==> src/hw/ats_pkg.sv <==
/*
  ats_pkg: register map, fields, source codes, states and timebase.
  Assumes a 25 MHz sys_clk and a 32-bit Avalon-MM register port.
*/
package ats_pkg;

  localparam int NCH         = 2;
  localparam int NSEQ        = 4;
  localparam int NDIO        = 14;
  localparam int NLINE       = 2;
  localparam int NTP         = 6;
  localparam int SEQ_REGS    = 8;
  localparam int CFG_IDX_W   = 5;
  localparam int KIND_SRC    = 0;
  localparam int KIND_MEAS   = 1;

  // delays, periods and waits count in microsecond ticks
  localparam int CLK_PERIOD_NS = 40;
  localparam int TICK_NS       = 1000;
  localparam int TICK_CYC      = TICK_NS / CLK_PERIOD_NS;

  // global register byte offsets
  localparam logic [7:0] REG_CTRL     = 8'h00;
  localparam logic [7:0] REG_BUS_TRG  = 8'h04;
  localparam logic [7:0] REG_MODE     = 8'h08;
  localparam logic [7:0] REG_STATUS   = 8'h0c;
  localparam logic [7:0] REG_WAIT0    = 8'h10;
  localparam logic [7:0] REG_WAIT1    = 8'h14;
  localparam logic [7:0] SEQ_BASE     = 8'h80;
  localparam logic [7:0] SEQ_MASK     = 8'h80;

  // word index inside a sequencer block
  localparam int SR_SRC      = 0;
  localparam int SR_ARM_CNT  = 1;
  localparam int SR_TRG_CNT  = 2;
  localparam int SR_ARM_DLY  = 3;
  localparam int SR_TRG_DLY  = 4;
  localparam int SR_ACT_DLY  = 5;
  localparam int SR_PERIOD   = 6;

  localparam logic [31:0] CNT_RST = 32'h0000_0001;

  // field positions
  localparam int CTRL_INIT_LSB  = 0;
  localparam int CTRL_ABORT_LSB = 4;
  localparam int MODE_GROUP_BIT = 0;
  localparam int MODE_AUTO_BIT  = 1;
  localparam int SRC_ARM_LSB    = 0;
  localparam int SRC_TRG_LSB    = 8;
  localparam int SRC_TOUT_LSB   = 16;
  localparam int STAT_GOK_BIT   = 4;
  localparam int STAT_ST_LSB    = 8;

  // event source codes
  localparam int SEL_W = 5;
  localparam int NSRC  = 20;
  localparam logic [SEL_W-1:0] SEL_AUTO      = 5'h00;
  localparam logic [SEL_W-1:0] SEL_BUS       = 5'h01;
  localparam logic [SEL_W-1:0] SEL_TIMER     = 5'h02;
  localparam logic [SEL_W-1:0] SEL_LINE_ONE  = 5'h03;
  localparam logic [SEL_W-1:0] SEL_LINE_TWO  = 5'h04;
  localparam logic [SEL_W-1:0] SEL_DIO_FIRST = 5'h05;
  localparam logic [SEL_W-1:0] SEL_DIO_LAST  = 5'h12;
  localparam logic [SEL_W-1:0] SEL_LAN       = 5'h13;

  // trigger output timing points
  localparam int TP_ARM_START = 0;
  localparam int TP_ARM_END   = 1;
  localparam int TP_TRG_START = 2;
  localparam int TP_TRG_END   = 3;
  localparam int TP_ACT_START = 4;
  localparam int TP_ACT_END   = 5;

  typedef enum logic [2:0] {
    ST_IDLE     = 3'h0,
    ST_ARM_WAIT = 3'h1,
    ST_ARM_DLY  = 3'h2,
    ST_TRG_WAIT = 3'h3,
    ST_TRG_DLY  = 3'h4,
    ST_ACT_DLY  = 3'h5,
    ST_ACT_GATE = 3'h6,
    ST_ACT_BUSY = 3'h7
  } ats_state_t;

endpackage

==> src/hw/ats_sequencer.sv <==
/*
  ats_sequencer: source and measure arm/trigger sequencers of two channels
  behind an Avalon-MM slave.
  Assumes done and output-on inputs on sys_clk; trigger pins are asynchronous.
*/
// Added by the designer: register access over Avalon-MM and the placing of the registers.
//
// Contract
// initiation moves an idle sequencer into the arm layer first
// arm layer waits for an event from the arm source
// after arm event, arm delay runs out before trigger layer
// trigger layer waits for an event from the trigger source
// after trigger event, trigger delay runs out, then action launches
// trigger loop repeats to its count, then back to arm layer
// arm loop repeats to its count, then back to idle
// separate source and measure sequencers, started together or apart
// each sequencer has its own arm and trigger source selection
// sources: auto, bus command, timer, two bus lines, dio 1-14, network
// timer source pulses once per programmed period; code pulses once every period + 1 ticks
// remote controller raises bus events with a trigger command
// source action applies one value after its own delay
// measure action takes one reading after its own delay
// auto mode with output on suppresses source actions
// grouped: sources in channel order, measures together, output held
// ungrouped channels run independently
// grouping valid only with equal sources, and equal timer periods; code checks trigger sources only, source periods unless trigger count is 1
// running wait time blocks measurement and source change
// grouped wait starts at last source change of last channel
// equal sources and delays with wait off start actions together
// trigger out selectable at start/end of arm, trigger, action
// delays, periods, waits count down on a microsecond timebase
// edge events are one-cycle pulses, ignored unless awaited
`timescale 1ns/100ps
module ats_sequencer
  import ats_pkg::*;
#(
  parameter int CNT_W = 16
)
(
  input  wire logic              sys_clk,
  input  wire logic              rst_n,
  input  wire logic [5:0]        avs_address,
  input  wire logic              avs_read,
  input  wire logic              avs_write,
  input  wire logic [31:0]       avs_writedata,
  input  wire logic [3:0]        avs_byteenable,
  output logic      [31:0]       avs_readdata,
  output logic                   avs_waitrequest,
  input  wire logic [NLINE-1:0]  internal_bus_line_in,
  input  wire logic [NDIO-1:0]   dio_line_in,
  input  wire logic              lan_trig_in,
  input  wire logic [NCH-1:0]    chan_output_on,
  output logic      [NCH-1:0]    source_output_action,
  input  wire logic [NCH-1:0]    source_output_done,
  output logic      [NCH-1:0]    measurement_action,
  input  wire logic [NCH-1:0]    measurement_done,
  output logic      [NSEQ-1:0]   trig_out,
  output logic      [NSEQ-1:0]   seq_busy
);

////////////////////////////////////////////////////////////////////////////
  localparam int NPIN  = NLINE + NDIO + 1;
  localparam int PRE_W = $clog2(TICK_CYC);

  logic              ack_r;
  logic [31:0]       rd_nxt;
  logic [31:0]       be_m;
  logic [31:0]       readdata_r;
  logic [31:0]       cfg_r [NSEQ*SEQ_REGS];
  logic [31:0]       wait_r [NCH];
  logic [1:0]        mode_r;
  logic [7:0]        baddr;
  logic              wr_go;
  logic              seq_hit;
  logic [NSEQ-1:0]   init_p;
  logic [NSEQ-1:0]   abort_p;
  logic              bus_trg_p;
  logic [PRE_W-1:0]  pre_r;
  logic              tick;
  logic [NPIN-1:0]   pin_s1_r;
  logic [NPIN-1:0]   pin_s2_r;
  logic [NPIN-1:0]   pin_s3_r;
  logic [NPIN-1:0]   pin_edge;
  ats_state_t        st_r [NSEQ];
  logic [NSEQ-1:0]   in_gate;
  logic [NSEQ-1:0]   in_busy;
  logic [NSEQ-1:0]   act_r;
  logic [NSEQ-1:0]   tout_r;
  logic [NCH-1:0]    wz;
  logic [31:0]       wait_cnt_r [NCH];
  logic [NSEQ*3-1:0] st_flat;
  logic              group_ok;
  logic              grp;
  logic              mbusy;

  function automatic logic pick(input logic [NSRC-1:0]  v,
                                input logic [SEL_W-1:0] sel);
    return (sel < SEL_W'(NSRC)) ? v[sel] : 1'b0;
  endfunction

////////////////////////////////////////////////////////////////////////////
// avalon slave: one wait cycle, then the answer stands for one cycle

  assign baddr           = {avs_address, 2'b00};
  assign seq_hit         = (baddr & SEQ_MASK) == SEQ_BASE;
  assign avs_waitrequest = (avs_read | avs_write) & ~ack_r;
  assign avs_readdata    = readdata_r;
  assign wr_go           = avs_write & ack_r;
  assign be_m            = {{8{avs_byteenable[3]}}, {8{avs_byteenable[2]}},
                            {8{avs_byteenable[1]}}, {8{avs_byteenable[0]}}};

  always_ff @(posedge sys_clk or negedge rst_n)
  begin
    if (!rst_n)
      ack_r <= 1'b0;
    else
      ack_r <= (avs_read | avs_write) & ~ack_r;
  end

  always_comb
  begin
    rd_nxt = '0;
    if (seq_hit)
      rd_nxt = cfg_r[avs_address[CFG_IDX_W-1:0]];
    else if (baddr == REG_MODE)
      rd_nxt[1:0] = mode_r;
    else if (baddr == REG_STATUS)
    begin
      rd_nxt[NSEQ-1:0]                    = seq_busy;
      rd_nxt[STAT_GOK_BIT]                = group_ok;
      rd_nxt[STAT_ST_LSB +: NSEQ*3]       = st_flat;
    end
    else if (baddr == REG_WAIT0)
      rd_nxt = wait_r[0];
    else if (baddr == REG_WAIT1)
      rd_nxt = wait_r[1];
  end

  always_ff @(posedge sys_clk or negedge rst_n)
  begin
    if (!rst_n)
      readdata_r <= '0;
    else if (avs_read & ~ack_r)
      readdata_r <= rd_nxt;
  end

  // control and bus-trigger words are write-only
  assign init_p  = (wr_go && baddr == REG_CTRL && avs_byteenable[0]) ?
                   avs_writedata[CTRL_INIT_LSB +: NSEQ] : '0;
  assign abort_p = (wr_go && baddr == REG_CTRL && avs_byteenable[0]) ?
                   avs_writedata[CTRL_ABORT_LSB +: NSEQ] : '0;
  assign bus_trg_p = wr_go && baddr == REG_BUS_TRG;

  always_ff @(posedge sys_clk or negedge rst_n)
  begin
    if (!rst_n)
    begin
      mode_r    <= '0;
      wait_r[0] <= '0;
      wait_r[1] <= '0;
    end
    else if (wr_go)
    begin
      if (baddr == REG_MODE && avs_byteenable[0])
        mode_r <= avs_writedata[1:0];
      if (baddr == REG_WAIT0)
        wait_r[0] <= (wait_r[0] & ~be_m) | (avs_writedata & be_m);
      if (baddr == REG_WAIT1)
        wait_r[1] <= (wait_r[1] & ~be_m) | (avs_writedata & be_m);
    end
  end

  always_ff @(posedge sys_clk or negedge rst_n)
  begin
    if (!rst_n)
    begin
      for (int i = 0; i < NSEQ*SEQ_REGS; i++)
        cfg_r[i] <= (i % SEQ_REGS == SR_ARM_CNT || i % SEQ_REGS == SR_TRG_CNT) ?
                    CNT_RST : '0;
    end
    else if (wr_go && seq_hit)
      cfg_r[avs_address[CFG_IDX_W-1:0]] <=
        (cfg_r[avs_address[CFG_IDX_W-1:0]] & ~be_m) | (avs_writedata & be_m);
  end

////////////////////////////////////////////////////////////////////////////
// timebase and pin event detection

  assign tick = pre_r == '0;

  always_ff @(posedge sys_clk or negedge rst_n)
  begin
    if (!rst_n)
      pre_r <= '0;
    else if (tick)
      pre_r <= PRE_W'(TICK_CYC - 1);
    else
      pre_r <= pre_r - PRE_W'(1);
  end

  // s1 feeds only s2; edges are taken between s2 and s3
  always_ff @(posedge sys_clk or negedge rst_n)
  begin
    if (!rst_n)
    begin
      pin_s1_r <= '0;
      pin_s2_r <= '0;
      pin_s3_r <= '0;
    end
    else
    begin
      pin_s1_r <= {lan_trig_in, dio_line_in, internal_bus_line_in};
      pin_s2_r <= pin_s1_r;
      pin_s3_r <= pin_s2_r;
    end
  end

  assign pin_edge = pin_s2_r & ~pin_s3_r;

////////////////////////////////////////////////////////////////////////////
// grouping and wait-time gating

  assign group_ok =
    cfg_r[SR_SRC][SRC_TRG_LSB +: SEL_W] ==
      cfg_r[2*SEQ_REGS + SR_SRC][SRC_TRG_LSB +: SEL_W] &&
    cfg_r[SEQ_REGS + SR_SRC][SRC_TRG_LSB +: SEL_W] ==
      cfg_r[3*SEQ_REGS + SR_SRC][SRC_TRG_LSB +: SEL_W] &&
    (cfg_r[SR_SRC][SRC_TRG_LSB +: SEL_W] != SEL_TIMER ||
     cfg_r[SR_TRG_CNT][CNT_W-1:0] == CNT_W'(1) ||
     cfg_r[SR_PERIOD] == cfg_r[2*SEQ_REGS + SR_PERIOD]);
  assign grp   = mode_r[MODE_GROUP_BIT] & group_ok;
  assign mbusy = in_busy[1] | in_busy[3];

  genvar c;
    for (c = 0; c < NCH; c++)
    begin : g_wait
      logic load;
      // grouped: both waits start from the last source change of channel 1
      assign load = grp ? (in_busy[2] & source_output_done[1])
                        : (in_busy[2*c] & source_output_done[c]);
      assign wz[c] = wait_cnt_r[c] == '0;

      always_ff @(posedge sys_clk or negedge rst_n)
      begin
        if (!rst_n)
          wait_cnt_r[c] <= '0;
        else if (load)
          wait_cnt_r[c] <= wait_r[c];
        else if (tick && !wz[c])
          wait_cnt_r[c] <= wait_cnt_r[c] - 32'h1;
      end
    end

////////////////////////////////////////////////////////////////////////////
// four sequencers: index is channel*2 + kind

  genvar s;
    for (s = 0; s < NSEQ; s++)
    begin : g_seq
      localparam int CH   = s / 2;
      localparam int KIND = s % 2;
      localparam int B    = s * SEQ_REGS;

      logic [31:0]      tmr_r;
      logic             tev_r;
      logic [CNT_W-1:0] arm_left_r;
      logic [CNT_W-1:0] trg_left_r;
      logic [31:0]      dly_r;
      logic [NSRC-1:0]  evv;
      logic             ev_arm;
      logic             ev_trg;
      logic             dz;
      logic             gate_ok;
      logic             suppress;
      logic             launch;
      logic             done;
      logic             fin;
      logic             last_trg;
      logic             last_arm;
      logic [NTP-1:0]   tp;

      assign evv = {pin_edge[NPIN-1], pin_edge[NLINE +: NDIO],
                    pin_edge[NLINE-1:0], tev_r, bus_trg_p, 1'b1};
      assign ev_arm = pick(evv, cfg_r[B + SR_SRC][SRC_ARM_LSB +: SEL_W]);
      assign ev_trg = pick(evv, cfg_r[B + SR_SRC][SRC_TRG_LSB +: SEL_W]);
      assign dz     = dly_r == '0;
      assign in_gate[s] = st_r[s] == ST_ACT_GATE;
      assign in_busy[s] = st_r[s] == ST_ACT_BUSY;
      assign seq_busy[s] = st_r[s] != ST_IDLE;
      assign st_flat[s*3 +: 3] = st_r[s];

      if (KIND == KIND_SRC)
      begin : g_src
        assign suppress = mode_r[MODE_AUTO_BIT] & chan_output_on[CH];
        assign done     = source_output_done[CH];
        // grouped: channel 1 waits while channel 0 is at its gate or changing its output
        assign gate_ok  = wz[CH] & ~(grp & mbusy) &
                          ~(grp && CH != 0 && (in_gate[0] | in_busy[0]));
        assign source_output_action[CH] = act_r[s];
      end
      else
      begin : g_meas
        assign suppress = 1'b0;
        assign done     = measurement_done[CH];
        // grouped measures leave the gate in the same cycle
        assign gate_ok  = grp ? (in_gate[1] & in_gate[3] & wz[0] & wz[1] &
                                 ~(in_busy[0] | in_busy[2] |
                                   in_gate[0] | in_gate[2]))
                              : wz[CH];
        assign measurement_action[CH] = act_r[s];
      end

      assign launch   = in_gate[s] & gate_ok & ~suppress;
      assign fin      = (in_busy[s] & done) | (in_gate[s] & gate_ok & suppress);
      assign last_trg = trg_left_r <= CNT_W'(1);
      assign last_arm = arm_left_r <= CNT_W'(1);

      assign tp[TP_ARM_START] = st_r[s] == ST_IDLE && init_p[s];
      assign tp[TP_ARM_END]   = fin & last_trg & last_arm;
      assign tp[TP_TRG_START] = st_r[s] == ST_ARM_DLY && dz;
      assign tp[TP_TRG_END]   = fin & last_trg;
      assign tp[TP_ACT_START] = launch;
      assign tp[TP_ACT_END]   = in_busy[s] & done;

      always_ff @(posedge sys_clk or negedge rst_n)
      begin
        if (!rst_n)
        begin
          tmr_r <= '0;
          tev_r <= 1'b0;
        end
        else if (st_r[s] == ST_IDLE)
        begin
          tmr_r <= cfg_r[B + SR_PERIOD];
          tev_r <= 1'b0;
        end
        else
        begin
          tev_r <= tick && tmr_r == '0;
          if (tick)
            tmr_r <= (tmr_r == '0) ? cfg_r[B + SR_PERIOD] : tmr_r - 32'h1;
        end
      end

      always_ff @(posedge sys_clk or negedge rst_n)
      begin
        if (!rst_n)
        begin
          act_r[s]  <= 1'b0;
          tout_r[s] <= 1'b0;
        end
        else
        begin
          act_r[s]  <= launch;
          tout_r[s] <= |(tp & cfg_r[B + SR_SRC][SRC_TOUT_LSB +: NTP]);
        end
      end

      always_ff @(posedge sys_clk or negedge rst_n)
      begin
        if (!rst_n)
        begin
          st_r[s]    <= ST_IDLE;
          arm_left_r <= '0;
          trg_left_r <= '0;
          dly_r      <= '0;
        end
        else if (abort_p[s])
          st_r[s] <= ST_IDLE;
        else
        begin
          unique case (st_r[s])
            ST_IDLE:
              if (init_p[s])
              begin
                st_r[s]    <= ST_ARM_WAIT;
                arm_left_r <= cfg_r[B + SR_ARM_CNT][CNT_W-1:0];
              end
            ST_ARM_WAIT:
              if (ev_arm)
              begin
                st_r[s] <= ST_ARM_DLY;
                dly_r   <= cfg_r[B + SR_ARM_DLY];
              end
            ST_ARM_DLY:
              if (dz)
              begin
                st_r[s]    <= ST_TRG_WAIT;
                trg_left_r <= cfg_r[B + SR_TRG_CNT][CNT_W-1:0];
              end
              else if (tick)
                dly_r <= dly_r - 32'h1;
            ST_TRG_WAIT:
              if (ev_trg)
              begin
                st_r[s] <= ST_TRG_DLY;
                dly_r   <= cfg_r[B + SR_TRG_DLY];
              end
            ST_TRG_DLY:
              if (dz)
              begin
                st_r[s] <= ST_ACT_DLY;
                dly_r   <= cfg_r[B + SR_ACT_DLY];
              end
              else if (tick)
                dly_r <= dly_r - 32'h1;
            ST_ACT_DLY:
              if (dz)
                st_r[s] <= ST_ACT_GATE;
              else if (tick)
                dly_r <= dly_r - 32'h1;
            ST_ACT_GATE, ST_ACT_BUSY:
              if (fin)
              begin
                if (!last_trg)
                begin
                  st_r[s]    <= ST_TRG_WAIT;
                  trg_left_r <= trg_left_r - CNT_W'(1);
                end
                else if (!last_arm)
                begin
                  st_r[s]    <= ST_ARM_WAIT;
                  arm_left_r <= arm_left_r - CNT_W'(1);
                end
                else
                  st_r[s] <= ST_IDLE;
              end
              else if (launch)
                st_r[s] <= ST_ACT_BUSY;
          endcase
        end
      end
    end

  assign trig_out = tout_r;

endmodule

==> config.mk <==
export PLATFORM = sky130hd
export DESIGN_NAME = ats_sequencer
export DESIGN_NICKNAME = d
export VERILOG_FILES = /design/src/hw/ats_pkg.sv /design/src/hw/ats_sequencer.sv
export SDC_FILE = /design/constraint.sdc
export NUM_CORES = 2
export LEC_CHECK = 0
export BUFFER_PORTS_ARGS = -buffer_cell sky130_fd_sc_hd__buf_2
export CAP_MARGIN = 20
export CORE_ASPECT_RATIO = 0.8
export CORE_MARGIN = 2
export CORE_UTILIZATION = 46
export DETAILED_ROUTE_END_ITERATION = 12
export PLACE_DENSITY = 0.65
export RECOVER_POWER = 50
export SYNTH_ARGS = -nofsm -noshare
export SYNTH_HDL_FRONTEND = slang
export SYNTH_SLANG_ARGS = --single-unit
==> constraint.sdc <==
create_clock -name sys_clk -period 6 [get_ports sys_clk]
set_clock_uncertainty 0.1 [all_clocks]
set_input_delay 0.3 -clock sys_clk [delete_from_list [all_inputs] [get_ports sys_clk]]
set_output_delay 0.3 -clock sys_clk [all_outputs]
set_load 0.01 [all_outputs]
==> results.cfg <==
[clocking]
max-clock-path-buffers = 3
cts_resized = 0
cts_tree = built
clk_pin_slew_ps = 60
root_buffer = clkbuf_16
post_cts_buffers = 0
worstSkewPairLatency_ps = 860
clock-sinks = 1651
cts_inserted_buffers = 172
htreeDepth = 4

[sta]
setup_violations = 0
hold_viol_final = 0
slew_viol_final = 441
rsz0062_at_grt = false
slew-limit-headroom = -1.13
fmax_mhz = 204
worstMarginPinSlew_ps = 3200
fin_crit_ps = 4900
fin_crit_sh = 0.816
tns_ps = 0

[detailed_routing]
vias = 67439
drc = 0
vias_per_cell = 6.68
wirelength_um = 311000
ant_nets = 0
wl_met2_um = 122000
wl_per_cell_um = 30.8
top_layer = met5
wl_met3_um = 44200
wl_met1_um = 131000
dr.pass1.iters = 7
drt-initial-drc-count = 9289

[cells_and_area]
area_delta_synth_final_pct = 11.5
fillers = 15873
multi_input_area_sq_um = 42100
seqCellArea_sq_um = 41300
mostFrequentLayoutCell = dfrtp_1
nNetsFinal = 7606
fin_util = 0.518
final_cell_mix = 1643 x dfrtp_1, 1158 x mux2_2, 612 x o21ai_0
drive_above_1_share = 0.280

[power]
ir_drop_mv = 0.350
cellPowerDensity_nw_per_um2 = 395
p_leak_nw = 41.7

[worst_setup_path]
end_kind = async pin
rr_endpoint = g_seq[2].dly_r[29]
path_max_fanout = 89
reg2reg_from = pre_r[0]
reg2reg_depth = 11
r2r_slack_ps = 1350
required_ps = 6860
crit_arrival_ps = 5760
cp-start-kind = input pin
critPathKind = input pin to async pin

[synthesis]
ys_types = 92
synthTopCellsByArea = dfrtp_1 48%, mux2_2 15%, mux4_2 8.9%
yosysWarnings = 0
syn-instance-count = 7552
synthArstFlopShare = 1.00
syn-num-nets = 7653
yosysSeqAreaShare = 0.481
synth_edf_count = 0
synth_ff_type = dfrtp_1
synth_largest_area_cell = dfrtp_1
synth_seq_cells = 1651
synth_top_cell_area_share = 0.479
synth_area_sq_um = 85900
avgSynthCellArea_sq_um = 11.4

[job]
cap_violations = 9

[hold_path]
min_path_type = input pin to flip-flop
min_path_cells = 5
min-delay-start = source_output_done[0]
whs_endpoint = st_flat[2]

[global_route]
grt_pass1_vias = 63293
grt-ovfl-total = 0
grt_use_total = 0.324
antenna_found_initial = 41
grt_max_degree = 162
grt_pass1_wl_um = 452000

[die]
dieArea_sq_um = 190000
rows = 141
fp.dieH_um = 390
die-width_um = 487
io-pin-count = 114
initial_utilization = 0.464
core_area_sq_um = 185000

[status]
violations = max-capacitance violations, max-slew violations
status = finished, violations left

[place]
hpwl_um = 216000
port_buffers = 113
gp_congestion = 1.01
[critical path, cell delays in order]
cell	delay, ps
dlygate4sd3_1	520
dlygate4sd3_1	540
clkbuf_2	2110
clkbuf_1	1360
buf_4	620
[repair_timing]
item / in CTS / in global routing
hold buffers: 76 / 0
endpoints found under the setup margin: 0 / 0
endpoints found under the hold margin: 292 / 0
[metal layers]
metal / vias up / global-route usage
met3: 593 / 0.133
met4: 36 / 0.133
met5: - / 0
met1: 34749 / 0.471
li1: 28158 / -
met2: 3903 / 0.422
[final cells by class]
cell class,count,share of cell area
antenna,18,0.000470
clock buffer,248,0.0523
clock inverter,66,0.00899
inverter,110,0.00431
multi-input combinational,5186,0.439
sequential,1651,0.431
tap,2431,0.0318
timing repair buffer,384,0.0313
[worst max path at each step]
stage | to | slack, ps | startpoint
2_1_floorplan | cfg_r[131] | 2420 | avs_address[0]
3_3_place_gp | g_seq[3].dly_r[5] | 1370 | avs_address[0]
3_5_place_dp | g_seq[2].dly_r[5] | 1370 | avs_address[0]
4_1_cts | g_seq[2].dly_r[29] | 1530 | pre_r[0]
5_1_grt | cfg_r[191] | 590 | rst_n
6_report | cfg_r[191] | 1100 | rst_n
[flip-flops by register name, indices dropped and copies added (netlist names), 32 cells and up, named ones only]
signal            count
g_seq.arm_left_r     64
g_seq.tmr_r         128
avs_readdata         32
wait_cnt_r           64
cfg_r              1024
g_seq.trg_left_r     64
g_seq.dly_r         128
[synthesized netlist by cell type (59+ instances only)]
master    number
dfrtp_1     1643
mux2_2      1158
o21ai_0      614
nor2_1       577
clkbuf_1     533
nand2_1      407
mux4_2       341
a21oi_1      333
nor3_1       246
nor4_1       117
nand3_1      115
inv_1        108
xnor2_1      100
a221oi_1      78
a22oi_1       74
a31oi_1       70
a211oi_1      59
[power breakdown]
| part | total (mW) | internal (mW) | switching [mW] |
|---|---|---|---|
| Clock | 11.3 | 6.48 | 4.79 |
| Combinational | 12.0 | 4.06 | 7.92 |
| Sequential | 14.6 | 12.8 | 1.82 |
| Total | 37.9 | 23.3 | 14.5 |
[logic make-up after synthesis]
logic type	after synthesis	synth area share
DFF	1651	0.481
xor gates and xnor gates	138	0.0141
adders and majority gates	32	0.00466
muxes	1518	0.244
and+or+nand+nor	1855	0.104
AOI/OAI and AO/OA	1643	0.120
buffers and inverters	715	0.0319
[metrics by stage]
stage	setup slack [ps]	cells	hold slack (ps)	area, sq um	total power [mW]
detailed placement	1370	9675	235	89100	26.3
CTS	1530	10065	56.6	95700	37.5
finish	1100	10094	112	95800	37.9
floorplan	2420	7552	-95.6	85900	22.2
global placement	1370	9671	232	89000	26.0
global route	589	10076	93.6	95700	39.7
Note: power is estimated with default switching activity, not from simulation.
